==> src/rtl/iev_pkg.sv <==
/*
  Package of the interrupt enable and vector logic: register offsets,
  bit layout of the enable register, vector addresses and machine-cycle
  timing points. Assumes a single system clock and one 8-bit enable byte.
*/
package iev_pkg;

  // ----------------------------------------------------------------
  // Source indices (also the enable bit positions and poll order)
  // ----------------------------------------------------------------
  localparam int unsigned NUM_SRC  = 6;            // Vectored sources
  localparam int unsigned SRC_EXT0 = 0;            // External 0
  localparam int unsigned SRC_T0   = 1;            // Timer 0
  localparam int unsigned SRC_EXT1 = 2;            // External 1
  localparam int unsigned SRC_T1   = 3;            // Timer 1
  localparam int unsigned SRC_SER  = 4;            // UART and SPI
  localparam int unsigned SRC_T2   = 5;            // Timer 2
  localparam int unsigned BIT_RSVD = 6;            // Unimplemented bit
  localparam int unsigned BIT_GEN  = 7;            // Global enable

  // ----------------------------------------------------------------
  // Register map, byte addresses on the bus
  // ----------------------------------------------------------------
  localparam logic [7:0] ADR_FLAGS = 8'h00;        // Raw flag view, read only
  localparam logic [7:0] ADR_EVT   = 8'h04;        // Event status, write one to clear
  localparam logic [7:0] ADR_MASK  = 8'h08;        // Event mask
  localparam logic [7:0] ADR_VEC   = 8'h0C;        // Current vector and request
  localparam logic [7:0] ADR_IE    = 8'hA8;        // Interrupt enable register
  localparam logic [7:0] IE_RESET  = 8'h00;        // Enable reset value
  localparam logic [7:0] IE_WMASK  = 8'hBF;        // Reserved bit never stored

  // ----------------------------------------------------------------
  // Vector addresses
  // ----------------------------------------------------------------
  localparam logic [15:0] VEC_RESET = 16'h0000;    // System reset
  localparam logic [15:0] VEC_BASE  = 16'h0003;    // External 0
  localparam logic [15:0] VEC_STEP  = 16'h0008;    // Spacing of vectors

  // ----------------------------------------------------------------
  // Machine cycle: six states of two phases each
  // ----------------------------------------------------------------
  localparam logic [3:0] MC_LAST = 4'hB;           // Last phase slot
  localparam logic [3:0] MC_STATE2_PHASE2 = 4'h3;           // State 2 phase 2
  localparam logic [3:0] MC_STATE5_PHASE2 = 4'h9;           // State 5 phase 2

endpackage : iev_pkg

==> src/rtl/iev_src_if.sv <==
/*
  Interface between the core of the interrupt logic and its poll encoder.
  Assumes both ends run on the same clock; it carries only wires.
*/
`timescale 1ns/1ps
interface iev_src_if;
  // ----------------------------------------------------------------
  // Signals
  // ----------------------------------------------------------------
  logic [5:0]  pending;                            // Enabled requests at poll
  logic [5:0]  grant;                              // One-hot winner
  logic        any;                                // Some request pending
  logic [15:0] vector;                             // Winner's vector address

  modport core (output pending, input grant, input any, input vector);
  modport enc  (input pending, output grant, output any, output vector);
endinterface : iev_src_if

==> src/rtl/iev_mcycle.sv <==
/*
  Machine-cycle sequencer: counts the twelve phase slots of a machine
  cycle and marks state 2 phase 2 and state 5 phase 2.
  Assumes a synchronous active-low reset.
*/
`timescale 1ns/1ps
module iev_mcycle
  import iev_pkg::*;
(
  // Clock and reset
  input  wire logic mclk,
  input  wire logic rst_n,
  // Timing marks
  output logic      state2_phase2,
  output logic      state5_phase2
);
  logic [3:0] slot_q;                              // Phase slot counter

  // ----------------------------------------------------------------
  // Slot counter, wraps after the last slot
  // ----------------------------------------------------------------
  always_ff @(posedge mclk) begin
    if (!rst_n) begin
      slot_q <= 4'h0;
    end else if (slot_q == MC_LAST) begin
      slot_q <= 4'h0;
    end else begin
      slot_q <= slot_q + 4'h1;
    end
  end

  assign state2_phase2 = (slot_q == MC_STATE2_PHASE2);
  assign state5_phase2 = (slot_q == MC_STATE5_PHASE2);
endmodule : iev_mcycle

==> src/rtl/iev_poll_enc.sv <==
/*
  Poll encoder: fixed order, lowest source index wins, and the winner's
  vector address. Purely combinational; the core registers the result.
*/
`timescale 1ns/1ps
module iev_poll_enc
  import iev_pkg::*;
(
  // Request carrier
  iev_src_if.enc src
);
  // ----------------------------------------------------------------
  // One-hot grant, one generate entry per source
  // ----------------------------------------------------------------
  genvar gi;
  generate
    for (gi = 0; gi < NUM_SRC; gi++) begin : g_grant
      localparam logic [5:0] LOWER = 6'((7'h01 << gi) - 7'h01);
      assign src.grant[gi] = src.pending[gi] & ~|(src.pending & LOWER);
    end
  endgenerate

  assign src.any = |src.pending;

  // ----------------------------------------------------------------
  // Vector address: base plus index times step
  // ----------------------------------------------------------------
  always_comb begin
    src.vector = VEC_RESET;
    for (int i = 0; i < NUM_SRC; i++) begin
      if (src.grant[i]) begin
        src.vector = VEC_BASE + 16'(VEC_STEP * 16'(i));
      end
    end
  end
endmodule : iev_poll_enc

==> src/rtl/iev_core.sv <==
/*
  Interrupt enable and vector logic of an 8-bit controller core.
  Holds the enable register, latches the timer flags at their
  machine-cycle points, polls them with the serial and external flags, and offers one
  vectored request to the CPU core. Registers sit on a classic
  Wishbone slave. Assumes peripheral flags are levels on mclk and the
  external pins are asynchronous, active low, falling-edge triggered.
*/
// The implementer's own choice: the Wishbone register port.
// Behaviour
// - Six vectors: two external, three timers, serial
// - Per-source enable bit permits or blocks source
// - Global enable low blocks every interrupt; irq_o still follows stored masked events
// - Timer 2 request is overflow OR external
// - Timer 2 flags stay set; software clears
// - Serial request: receive, transmit, gated SPI done
// - Serial flags stay set; software finds source
// - Timer 0/1 latched state5_phase2, polled next cycle
// - Timer 2 latched state2_phase2, polled same cycle
// - Fixed vectors 0003, 000B, 0013, 001B, 0023, 002B
// - Enable bits: T2,serial,T1,ext1,T0,ext0 from 5
`timescale 1ns/1ps
module iev_core
  import iev_pkg::*;
(
  // Clock and reset
  input  wire logic        mclk,
  input  wire logic        rst_n,
  // Wishbone slave
  input  wire logic [7:0]  wb_adr_i,
  input  wire logic [31:0] wb_dat_i,
  input  wire logic [3:0]  wb_sel_i,
  input  wire logic        wb_we_i,
  input  wire logic        wb_cyc_i,
  input  wire logic        wb_stb_i,
  output logic [31:0]      wb_dat_o,
  output logic             wb_ack_o,
  // External interrupt pins, active low
  input  wire logic        ext_irq_pin_0_n,
  input  wire logic        ext_irq_pin_1_n,
  // Peripheral flags
  input  wire logic        timer0_overflow_flag,
  input  wire logic        timer1_overflow_flag,
  input  wire logic        timer2_overflow_flag,
  input  wire logic        timer2_external_flag,
  input  wire logic        uart_receive_flag,
  input  wire logic        uart_transmit_flag,
  input  wire logic        spi_done_flag,
  input  wire logic        spi_irq_enable,
  // CPU core request
  input  wire logic        irq_ack,
  output logic             irq_req,
  output logic [15:0]      irq_vector,
  output logic [5:0]       irq_source,
  // Event interrupt
  output logic             irq_o
);
  // ----------------------------------------------------------------
  // Declarations
  // ----------------------------------------------------------------
  logic [7:0]  interrupt_enable_reg_q;            // Enable register
  logic [5:0]  evt_q;                             // Sticky event bits
  logic [5:0]  mask_q;                            // Event mask
  logic        irq_o_q;                           // Registered event irq
  logic        ack_q;                             // Bus acknowledge
  logic [31:0] dat_q;                             // Bus read data
  logic [1:0]  ext0_sync_q;                       // Pin 0 synchroniser
  logic [1:0]  ext1_sync_q;                       // Pin 1 synchroniser
  logic        ext0_prev_q;                       // Pin 0 last level
  logic        ext1_prev_q;                       // Pin 1 last level
  logic        ext0_request_flag_q;               // Edge seen on pin 0
  logic        ext1_request_flag_q;               // Edge seen on pin 1
  logic [1:0]  t01_latch_q;                       // Timer 0/1 latched flags
  logic        t2_latch_q;                        // Timer 2 latched request
  logic        irq_req_q;                         // Request to CPU
  logic [15:0] irq_vector_q;                      // Offered vector
  logic [5:0]  irq_src_q;                         // Offered source
  logic        state2_phase2;                     // Timer 2 latch point
  logic        state5_phase2;                     // Timer 0/1 latch and poll
  logic        bus_req;                           // New bus access
  logic        bus_wr;                            // Write with low byte lane
  logic        global_irq_enable;                 // Enable bit 7
  logic        serial_raw;                        // Combined serial request
  logic        ext0_fall;                         // Falling edge, pin 0
  logic        ext1_fall;                         // Falling edge, pin 1
  logic [5:0]  raw_req;                           // Source requests at poll
  logic [5:0]  evt_set;                           // Events this cycle
  logic [5:0]  evt_clr;                           // Write-one clears

  iev_src_if src ();

  // ----------------------------------------------------------------
  // Sub-blocks
  // ----------------------------------------------------------------
  iev_mcycle u_mcycle (
    .mclk          (mclk),
    .rst_n         (rst_n),
    .state2_phase2 (state2_phase2),
    .state5_phase2 (state5_phase2)
  );

  iev_poll_enc u_enc (
    .src (src.enc)
  );

  // ----------------------------------------------------------------
  // Bus decode
  // ----------------------------------------------------------------
  // One access per request; a write lands at the edge the master sees ack
  assign bus_req           = wb_cyc_i & wb_stb_i & ~ack_q;
  assign bus_wr            = wb_cyc_i & wb_stb_i & ack_q & wb_we_i & wb_sel_i[0];
  assign global_irq_enable = interrupt_enable_reg_q[BIT_GEN];

  // Acknowledge one cycle after the strobe, every address answers
  always_ff @(posedge mclk) begin
    if (!rst_n) begin
      ack_q <= 1'b0;
    end else begin
      ack_q <= bus_req;
    end
  end

  // Read mux, unmapped addresses read as zero
  always_ff @(posedge mclk) begin
    if (!rst_n) begin
      dat_q <= 32'h0000_0000;
    end else if (bus_req && !wb_we_i) begin
      unique case (wb_adr_i)
        ADR_IE:    dat_q <= {24'h00_0000, interrupt_enable_reg_q};
        ADR_EVT:   dat_q <= {26'h000_0000, evt_q};
        ADR_MASK:  dat_q <= {26'h000_0000, mask_q};
        ADR_VEC:   dat_q <= {8'h00, 1'b0, irq_req_q, irq_src_q, irq_vector_q};
        ADR_FLAGS: dat_q <= {24'h00_0000, spi_irq_enable, spi_done_flag,
                             uart_transmit_flag, uart_receive_flag,
                             timer2_external_flag, timer2_overflow_flag,
                             ext1_request_flag_q, ext0_request_flag_q};
        default:   dat_q <= 32'h0000_0000;
      endcase
    end
  end

  // ----------------------------------------------------------------
  // Enable register
  // ----------------------------------------------------------------
  // The reserved bit is not stored, so a stray one reads back zero
  always_ff @(posedge mclk) begin
    if (!rst_n) begin
      interrupt_enable_reg_q <= IE_RESET;
    end else if (bus_wr && wb_adr_i == ADR_IE) begin
      interrupt_enable_reg_q <= wb_dat_i[7:0] & IE_WMASK;
    end
  end

  // ----------------------------------------------------------------
  // External pins: two-stage synchronisers, then edge flags
  // ----------------------------------------------------------------
  always_ff @(posedge mclk) begin
    if (!rst_n) begin
      ext0_sync_q <= 2'b11;
      ext1_sync_q <= 2'b11;
      ext0_prev_q <= 1'b1;
      ext1_prev_q <= 1'b1;
    end else begin
      ext0_sync_q <= {ext0_sync_q[0], ext_irq_pin_0_n};
      ext1_sync_q <= {ext1_sync_q[0], ext_irq_pin_1_n};
      ext0_prev_q <= ext0_sync_q[1];
      ext1_prev_q <= ext1_sync_q[1];
    end
  end

  assign ext0_fall = ext0_prev_q & ~ext0_sync_q[1];
  assign ext1_fall = ext1_prev_q & ~ext1_sync_q[1];

  // Edge flags clear when the CPU takes that vector; a new edge wins
  always_ff @(posedge mclk) begin
    if (!rst_n) begin
      ext0_request_flag_q <= 1'b0;
      ext1_request_flag_q <= 1'b0;
    end else begin
      ext0_request_flag_q <= ext0_fall |
        (ext0_request_flag_q & ~(irq_ack & irq_req_q & irq_src_q[SRC_EXT0]));
      ext1_request_flag_q <= ext1_fall |
        (ext1_request_flag_q & ~(irq_ack & irq_req_q & irq_src_q[SRC_EXT1]));
    end
  end

  // ----------------------------------------------------------------
  // Flag latching at the machine-cycle points
  // ----------------------------------------------------------------
  // Timer 0/1 flags caught at state5_phase2; the poll at that same
  // edge still sees last cycle's latch, so they are polled next cycle
  always_ff @(posedge mclk) begin
    if (!rst_n) begin
      t01_latch_q <= 2'b00;
    end else if (state5_phase2) begin
      t01_latch_q <= {timer1_overflow_flag, timer0_overflow_flag};
    end
  end

  // Timer 2 caught at state2_phase2, before this cycle's poll
  always_ff @(posedge mclk) begin
    if (!rst_n) begin
      t2_latch_q <= 1'b0;
    end else if (state2_phase2) begin
      t2_latch_q <= timer2_overflow_flag | timer2_external_flag;
    end
  end

  // ----------------------------------------------------------------
  // Poll: gate each source by its enable and the global enable
  // ----------------------------------------------------------------
  assign serial_raw = uart_receive_flag | uart_transmit_flag |
                      (spi_done_flag & spi_irq_enable);

  assign raw_req[SRC_EXT0] = ext0_request_flag_q;
  assign raw_req[SRC_T0]   = t01_latch_q[0];
  assign raw_req[SRC_EXT1] = ext1_request_flag_q;
  assign raw_req[SRC_T1]   = t01_latch_q[1];
  assign raw_req[SRC_SER]  = serial_raw;
  assign raw_req[SRC_T2]   = t2_latch_q;

  // Six sources, one enable each, all blocked without the global bit
  assign src.pending = raw_req & interrupt_enable_reg_q[5:0] &
                       {NUM_SRC{global_irq_enable}};

  // ----------------------------------------------------------------
  // Request to the CPU core
  // ----------------------------------------------------------------
  // The ack or a low global enable drops the request; timer 2 and serial flags are left
  // untouched, the service routine clears them itself
  always_ff @(posedge mclk) begin
    if (!rst_n) begin
      irq_req_q <= 1'b0;
    end else if (!global_irq_enable) begin
      irq_req_q <= 1'b0;
    end else if (irq_req_q && irq_ack) begin
      irq_req_q <= 1'b0;
    end else if (!irq_req_q && state5_phase2) begin
      irq_req_q <= src.any;
    end
  end

  // Vector and source held steady while the request stands
  always_ff @(posedge mclk) begin
    if (!rst_n) begin
      irq_vector_q <= VEC_RESET;
      irq_src_q    <= 6'h00;
    end else if (!irq_req_q && state5_phase2) begin
      irq_vector_q <= src.vector;
      irq_src_q    <= src.grant;
    end
  end

  // ----------------------------------------------------------------
  // Event status, mask and interrupt output
  // ----------------------------------------------------------------
  assign evt_set = (!irq_req_q && state5_phase2) ? src.grant : 6'h00;
  assign evt_clr = (bus_wr && wb_adr_i == ADR_EVT) ? wb_dat_i[5:0] : 6'h00;

  // Sticky bits; a new event in the clearing cycle survives
  always_ff @(posedge mclk) begin
    if (!rst_n) begin
      evt_q <= 6'h00;
    end else begin
      evt_q <= evt_set | (evt_q & ~evt_clr);
    end
  end

  always_ff @(posedge mclk) begin
    if (!rst_n) begin
      mask_q <= 6'h00;
    end else if (bus_wr && wb_adr_i == ADR_MASK) begin
      mask_q <= wb_dat_i[5:0];
    end
  end

  always_ff @(posedge mclk) begin
    if (!rst_n) begin
      irq_o_q <= 1'b0;
    end else begin
      irq_o_q <= |(evt_q & mask_q);
    end
  end

  // ----------------------------------------------------------------
  // Outputs, each from a flip-flop
  // ----------------------------------------------------------------
  assign wb_ack_o   = ack_q;
  assign wb_dat_o   = dat_q;
  assign irq_req    = irq_req_q;
  assign irq_vector = irq_vector_q;
  assign irq_source = irq_src_q;
  assign irq_o      = irq_o_q;
endmodule : iev_core

==> config.mk <==
export PLATFORM = sky130hd
export DESIGN_NAME = iev_core
export DESIGN_NICKNAME = d
export VERILOG_FILES = /design/src/rtl/iev_pkg.sv /design/src/rtl/iev_src_if.sv /design/src/rtl/iev_mcycle.sv /design/src/rtl/iev_poll_enc.sv /design/src/rtl/iev_core.sv
export SDC_FILE = /design/constraint.sdc
export NUM_CORES = 1
export LEC_CHECK = 0
export ABC_AREA = 1
export BUFFER_PORTS_ARGS = -buffer_cell sky130_fd_sc_hd__buf_2
export CAP_MARGIN = 20
export CELL_PAD_IN_SITES_DETAIL_PLACEMENT = 1
export CELL_PAD_IN_SITES_GLOBAL_PLACEMENT = 1
export CORE_MARGIN = 5
export CORE_UTILIZATION = 30
export DETAILED_ROUTE_END_ITERATION = 10
export PLACE_DENSITY = 0.75
export SYNTH_ARGS = -nofsm -noshare
export SYNTH_HDL_FRONTEND = slang
export SYNTH_HIERARCHICAL = 1
export SYNTH_SLANG_ARGS = --single-unit
==> constraint.sdc <==
create_clock -name mclk -period 4.8 [get_ports mclk]
set_clock_uncertainty 0.05 [all_clocks]
set_input_delay 0.48 -clock mclk [delete_from_list [all_inputs] [get_ports mclk]]
set_output_delay 0.48 -clock mclk [all_outputs]
set_load 0.02 [all_outputs]
# Word level (Yosys, flattened, before mapping)
# Index checks and enable logic that the tools add are counted.
dict set report totals {
  register_bits 91
  in_bits 60
  out_inout_bits 57
  elab_cells 93
}
dict set report op_classes {
  n_eq_ne 7
  mux 9
  n_addsub 1
  n_reduce_logical 22
  bitwise_logic 36
}
# cell count
set ops {}
lappend ops {{$pmux 23 s5} 1}
lappend ops {{$mux 16} 5}
lappend ops {{$and 6x6->6} 4}
lappend ops {{$and 1x1->1} 18}
lappend ops {{$eq 8x4->1 const B} 2}
lappend ops {{$mux 6} 2}
lappend ops {{$reduce_or 6->1} 2}
lappend ops {{$eq 4x4->1 const B} 2}
lappend ops {{$eq 8x3->1 const B} 1}
lappend ops {{$eq 8x8->1 const B} 1}
lappend ops {{$logic_not 8->1} 1}
lappend ops {{$logic_not 1->1} 7}
lappend ops {{$not 1->1} 7}
lappend ops {{$logic_and 1x1->1} 6}
lappend ops {{$not 6->6} 1}
lappend ops {{$or 6x6->6} 1}
lappend ops {{$reduce_or 3->1} 2}
lappend ops {{$or 1x1->1} 5}
lappend ops {{$reduce_or 5->1} 1}
lappend ops {{$add 4x1->4 const B} 1}
lappend ops {{$eq 4x2->1 const B} 1}
lappend ops {{$reduce_or 2->1} 2}
lappend ops {{$reduce_or 4->1} 1}
lappend ops {{$mux 2} 1}

# Longest topological paths before layout
# Gate-level depths: netlist (run 1).
dict set report depth {
  word_depth 11
  depth_mapped 9
  depth_no_buf 9
}

# Hierarchy
# Netlist (run 1), hierarchy kept.
# module cells_each instances area_each_um2
set modules_own_cells {}
lappend modules_own_cells {iev_core 456 1 3357.0}
lappend modules_own_cells {iev_poll_enc 37 1 214.0}
lappend modules_own_cells {iev_mcycle 24 1 201.4}

# Worst setup path before layout (run 1)
# No wires, ideal clock.
dict set report synth_timing {
  path_kind {register to register}
  startpoint {register u_mcycle.slot_q[0]}
  endpoint {register irq_vector_q[10] (netlist: irq_vector[10])}
  setup_time_ns 0.116
  stages_incl_launch_ff 9
  path_slack_ns 3.209
  t_arrival_ns 1.425
  synth_period_minus_slack_ns 1.591
  path_cell_list {dfxtp_1 > ha_1 > and3_2 > inv_1 > nor2_4 > clkinv_1 > buf_2 > nor2_1 > nor2_1}
}
dict set report synth_via {
  elab_chain_cells 2
}
# item line
set synth_lines {}
lappend synth_lines {{start, declared} iev_mcycle.sv:17} ;# logic [3:0] slot_q;
lappend synth_lines {{start signal, assigned} iev_mcycle.sv:28} ;# slot_q <= slot_q + 4'h1;
lappend synth_lines {{$eq 4x4->1} iev_mcycle.sv:33} ;# assign state5_phase2 = (slot_q == MC_STATE5_PHASE2);
lappend synth_lines {{named net state5_phase2} iev_core.sv:79} ;# logic state5_phase2;
lappend synth_lines {{$logic_and 1x1->1} iev_core.sv:248} ;# end else if (!irq_req_q && state5_phase2) begin
lappend synth_lines {{end signal, assigned} iev_core.sv:249} ;# irq_vector_q <= src.vector;
lappend synth_lines {{end, declared} iev_core.sv:76} ;# logic [15:0] irq_vector_q;
# The timed path passes the listed nets, and every way through them passes these cells.
# A chain may end at the register's enable or synchronous reset.

# Worst setup path after layout (run 1)
dict set report layout_timing {
  startpoint {register u_mcycle.slot_q[0]}
  endpoint {register irq_vector_q[2] (netlist: irq_vector[2])}
}
# The elaborated chain is that of the path after synthesis.

==> results.json, run 1 <==
{
  "slowest_stage": "clkinv_1",
  "path_class": "reg -> reg",
  "dieArea_mm2": 0.01492,
  "synth_area_mm2": 0.003772,
  "start_kind": "flip-flop",
  "cts_setup_buffers": 0,
  "holdBufCountCts": 0,
  "r2r-end": "irq_vector[2]",
  "rsz0062_at_grt": "no",
  "p_leak_nw": 2.052,
  "hold_start": "ext_irq_pin_0_n",
  "grt_pass1_vias": 3752,
  "synth_warnings": 6,
  "critPathMaxStageDelay_ns": 0.75,
  "placed_area_mm2": 0.004207,
  "drt_iter0_drc": 115,
  "holdPathStages": 2,
  "synth_cells": 517,
  "setup_viol": 0,
  "syn_avg_cell_area_um2": 7.297,
  "finalMaxSlewViolations": 0,
  "status": "complete, no violations",
  "grt_use_total_pct": 15.93,
  "ios": 117,
  "r2r_start": "u_mcycle/slot_q[0]",
  "ys_async_sr_fraction_pct": 0,
  "powerDensity_mw_per_mm2": 334.5,
  "min_period_over_period_pct": 55.83,
  "relSlewSlack_pct": 33.58,
  "setup_tns_ns": 0,
  "hold_viol_final": 0,
  "die_x_um": 122.1,
  "dieHeight_um": 122.1,
  "fmax_mhz": 373.2,
  "drc_errors": 0,
  "post-route-cell-area_mm2": 0.004512,
  "hold_end": "ext0_sync_q[0]",
  "rrSetupSlack_ns": 2.12,
  "synth.top_cell.area_share_pct": 43.52,
  "hpwl_um": 8394,
  "critPathMaxFanout": 28,
  "ys_types": 33,
  "grt-ovfl-total": 0,
  "row_count": 41,
  "ys.flop_type": "dfxtp_1",
  "antenna_cells": 0,
  "max_cap_violations": 0,
  "htreeDepth": 3,
  "place_inst": 747,
  "crit_chain": "ha_1, and3_2, inv_1, nor2_4, clkinv_1, o21ai_0, a21oi_1",
  "synth_area_leaders": "dfxtp_1 44%, nand2_1 10%, a21oi_1 6.6%",
  "critPathArrivalTime_ns": 2.84,
  "synth-edff-count": 0,
  "holdWs_ns": 0.2711,
  "final_nets": 648,
  "cts-root-buf": "clkbuf_16",
  "detail_route.first_pass.iterations": 4,
  "critPathLaunch": "u_mcycle/slot_q[0]",
  "instances_no_fill": 763,
  "cts_tree": "yes",
  "yosysMostFrequentCell": "nand2_1",
  "ctsResizeCount": 0,
  "clk_pin_slew_ns": 0.06,
  "place_congestion": 0.8476,
  "drtAntennaViolNets": 0,
  "antenna_found_initial": 0,
  "synth_seq_area_share_pct": 43.52,
  "clk_latency_ns": 0.34,
  "numCtsBuffers": 9,
  "io_buffers": 79,
  "synth-seq-cells": 82,
  "cts_sinks": 82,
  "hold_path_class": "in -> reg",
  "avgViaCountPerCell": 4.615,
  "worstMarginPinSlew_ns": 0.9951,
  "ys_top_cells_by_count": "103 x nand2_1, 82 x dfxtp_1, 64 x nor2_1, 50 x a21oi_1, 47 x inv_1",
  "reg2regPathDepth": 7,
  "core_mm2": 0.01247,
  "grt_pass1_wl_um": 18490,
  "area_delta_synth_final_pct": 19.60,
  "initial_core_util_pct": 30.26,
  "worst_setup_path_end_kind": "flip-flop",
  "cts_buffer_depth": 2,
  "drive_above_1_share_pct": 22.50,
  "required_ns": 4.96,
  "ir_drop_mv": 0.1293,
  "wire_per_inst_um": 14.92,
  "grt_max_degree": 52,
  "synth_area_leader_cell": "dfxtp_1",
  "wirelength_um": 11380,
  "vias": 3521,
  "fin_crit_ns": 2.680
}
registers in the layout, indices dropped and copies added, names as in the netlist, 2 cells and up:
signal                  flops
wb_dat_o                   23
irq_source                  6
mask_q                      6
t01_latch_q                 2
evt_q                       6
ext1_sync_q                 2
u_mcycle/slot_q             4
irq_vector                 16
interrupt_enable_reg_q      7
ext0_sync_q                 2
through the flow:
stage | power (W) | worst slack [ns] | utilization [%]
after floorplan | 0.0007818 | 3.209 | -
after global placement | 0.0008033 | 2.213 | 33.74
after detailed placement | 0.0008084 | 2.056 | 33.74
after CTS | 0.001533 | 2.024 | 36.19
after global routing | 0.001565 | 1.766 | 36.19
final | 0.001509 | 2.120 | 36.19
cell usage in the layout, fill, tap and decap left out, types with 2 or more instances in the layout:
master	instances
nand2_1	103
dfxtp_1	82
buf_2	79
nor2_1	64
a21oi_1	50
inv_1	47
o21ai_0	37
conb_1	20
nand3_1	15
o21ai_1	11
nor3_1	10
clkbuf_16	9
nor2_2	7
nor2_4	7
nand4_1	7
inv_2	5
nand2_4	4
or2_2	4
a21oi_2	4
a31oi_1	3
a22oi_1	2
clkinv_2	2
clkbuf_8	2
nand3_2	2
ha_1	2
routing by layer:
metal | global-route usage (%) | vias up | routed length [um]
met5 | 0 | - | 0
met4 | 5.668 | 0 | 171
met3 | 3.110 | 13 | 482
met2 | 27.45 | 72 | 5462
met1 | 19.78 | 1680 | 5266
li1 | - | 1756 | -
layout make-up:
type	instances	area, um2
inverter	54	205.2
fill	1618	7954
clock inverter	4	48.80
tap	172	215.2
clock buffer	12	256.5
sequential	82	1642
multi-input combinational	359	1742
timing repair buffer	80	402.9
cells by family (layout without fill, tap and decap cells):
| kind of cell | Yosys count | in the layout | synth area share [%] |
|---|---|---|---|
| buffers and inverters | 94 | 150 | 12.24 |
| DFF | 82 | 82 | 43.52 |
| and+or+nand+nor | 229 | 229 | 28.32 |
| AOI/OAI and AO/OA | 108 | 108 | 15.06 |
| other | 2 | 20 | 0.1991 |
| adders and majority gates | 2 | 2 | 0.6632 |
how the worst max path moves through the flow:
stage                endpoint  slack [ns]  cells past startpoint
6_report        irq_vector[2]        2.12                      7
2_1_floorplan  irq_vector[10]        3.21                      8
3_5_place_dp    irq_vector[2]        2.06                      7
5_1_grt         irq_vector[4]        1.77                      7
3_3_place_gp    irq_vector[4]        2.21                      7
4_1_cts         irq_vector[2]        2.02                      7
worst max-delay path: cells and delay by family (launching register included):
| family | cells | cell delay (ns) |
|---|---|---|
| flip-flops | 1 | 0.40 |
| adder cells (fa/ha/maj) | 1 | 0.16 |
| AO/OA/AOI/OAI | 2 | 0.50 |
| buffers and inverters | 2 | 0.85 |
| AND/OR/NAND/NOR | 2 | 0.58 |
report_power, final:
| group | leakage [nW] | internal, W | switching (W) |
|---|---|---|---|
| registers | 0.664 | 0.000693 | 0.00000701 |
| clock network | 0.153 | 0.000432 | 0.000286 |
| logic | 1.23 | 0.0000274 | 0.0000649 |
Note: power is estimated with default switching activity, not from simulation.
==> run 2: changes to the inputs <==
- clock period: 4.8 -> 2.7 ns (I/O delays scaled with it)
==> results.json, run 2 (synthesis results as in run 1) <==
{
  "status": "complete, no violations",
  "cts-root-buf": "clkbuf_16",
  "hold_path_class": "in -> reg",
  "cts_sinks": 82,
  "hold_start": "ext_irq_pin_1_n",
  "grt_pass1_wl_um": 18450,
  "hpwl_um": 8362,
  "ios": 117,
  "grt_use_total_pct": 15.59,
  "row_count": 41,
  "drt_iter0_drc": 111,
  "post-route-cell-area_mm2": 0.004534,
  "io_buffers": 79,
  "avgViaCountPerCell": 4.610,
  "finalMaxSlewViolations": 0,
  "rrSetupSlack_ns": 0.57,
  "max_cap_violations": 0,
  "wirelength_um": 11090,
  "cts_tree": "yes",
  "holdBufCountCts": 0,
  "setup_viol": 0,
  "initial_core_util_pct": 30.26,
  "required_ns": 2.88,
  "ir_drop_mv": 0.2640,
  "place_congestion": 0.8660,
  "area_delta_synth_final_pct": 20.20,
  "p_leak_nw": 2.055,
  "dieHeight_um": 122.1,
  "htreeDepth": 3,
  "wire_per_inst_um": 14.47,
  "start_kind": "flip-flop",
  "drc_errors": 0,
  "die_x_um": 122.1,
  "clk_latency_ns": 0.34,
  "grt-ovfl-total": 0,
  "place_inst": 750,
  "dieArea_mm2": 0.01492,
  "fin_crit_ns": 2.133,
  "holdWs_ns": 0.06086,
  "min_period_over_period_pct": 78.99,
  "layout_commonest_cell": "nand2_1",
  "critPathMaxFanout": 21,
  "path_class": "reg -> reg",
  "powerDensity_mw_per_mm2": 587.5,
  "fmax_mhz": 468.9,
  "antenna_cells": 0,
  "detail_route.first_pass.iterations": 4,
  "hold_viol_final": 0,
  "worst_setup_path_end_kind": "flip-flop",
  "core_mm2": 0.01247,
  "drive_above_1_share_pct": 22.90,
  "most-common-layout-cells": "103 x nand2_1, 82 x dfxtp_1, 79 x buf_2, 64 x nor2_1, 50 x a21oi_1",
  "final_nets": 651,
  "cts_setup_buffers": 0,
  "grt_max_degree": 51,
  "worstMarginPinSlew_ns": 0.9754,
  "relSlewSlack_pct": 34.90,
  "critPathLaunch": "u_mcycle/slot_q[0]",
  "drtAntennaViolNets": 0,
  "ctsResizeCount": 0,
  "antenna_found_initial": 0,
  "largest_register_ffs": 23,
  "utilization_pct": 36.37,
  "cts_buffer_depth": 2,
  "r2r_start": "u_mcycle/slot_q[0]",
  "numCtsBuffers": 9,
  "instances_no_fill": 766,
  "vias": 3531,
  "rsz0062_at_grt": "no",
  "critPathArrivalTime_ns": 2.31,
  "setup_tns_ns": 0,
  "clk_pin_slew_ns": 0.06,
  "grt_pass1_vias": 3806,
  "placed_area_mm2": 0.004229
}
run 2: per-layer routing:
layer / part of all wire (%) / up-vias / GRT usage [%] / routed length (um)
met1: 46 / 1673 / 19.81 / 5120
met3: 5.0 / 17 / 3.389 / 552
li1: - / 1765 / - / -
met5: 0 / - / 0 / 0
met2: 47 / 76 / 26.59 / 5248
met4: 1.5 / 0 / 4.479 / 165
run 2: through the flow:
stage	total power, W	setup WS, ns
2_1_floorplan	0.001390	1.109
3_3_place_gp	0.001428	0.6484
3_5_place_dp	0.001436	0.5681
4_1_cts	0.002693	0.5221
5_1_grt	0.002777	0.3374
6_report	0.002664	0.5672
run 2: cell type report:
| cell class | instances | area [um2] |
|---|---|---|
| clock buffers | 11 | 242.7 |
| clock inverters | 5 | 62.56 |
| fillers | 1594 | 7931 |
| inverters | 54 | 205.2 |
| multi-input cells | 359 | 1742 |
| flip-flops and latches | 82 | 1642 |
| well taps | 172 | 215.2 |
| repair buffers | 83 | 425.4 |
run 2: power breakdown:
group	switching [W]	leakage [nW]	internal (W)	total, W
sequential	0.0000129	0.664	0.00123	0.00124
clock	0.000509	0.142	0.000747	0.00126
combinational	0.000114	1.25	0.0000495	0.000164
run 2: worst paths after layout:
kind	to	cells after the start
worst min register to register	ext0_sync_q[1]	1
worst min-delay path	ext1_sync_q[0]	2
worst max-delay path	irq_vector[13]	8
worst max register to register	irq_vector[13]	8
run 2: worst max-delay path, cell delays in order (launching register included):
cell and delay, ns:
dfxtp_1 0.40, ha_1 0.16, and3_2 0.21, inv_1 0.10
nor2_4 0.10, clkinv_1 0.45, buf_4 0.37, nor2_1 0.12
nor2_1 0.06
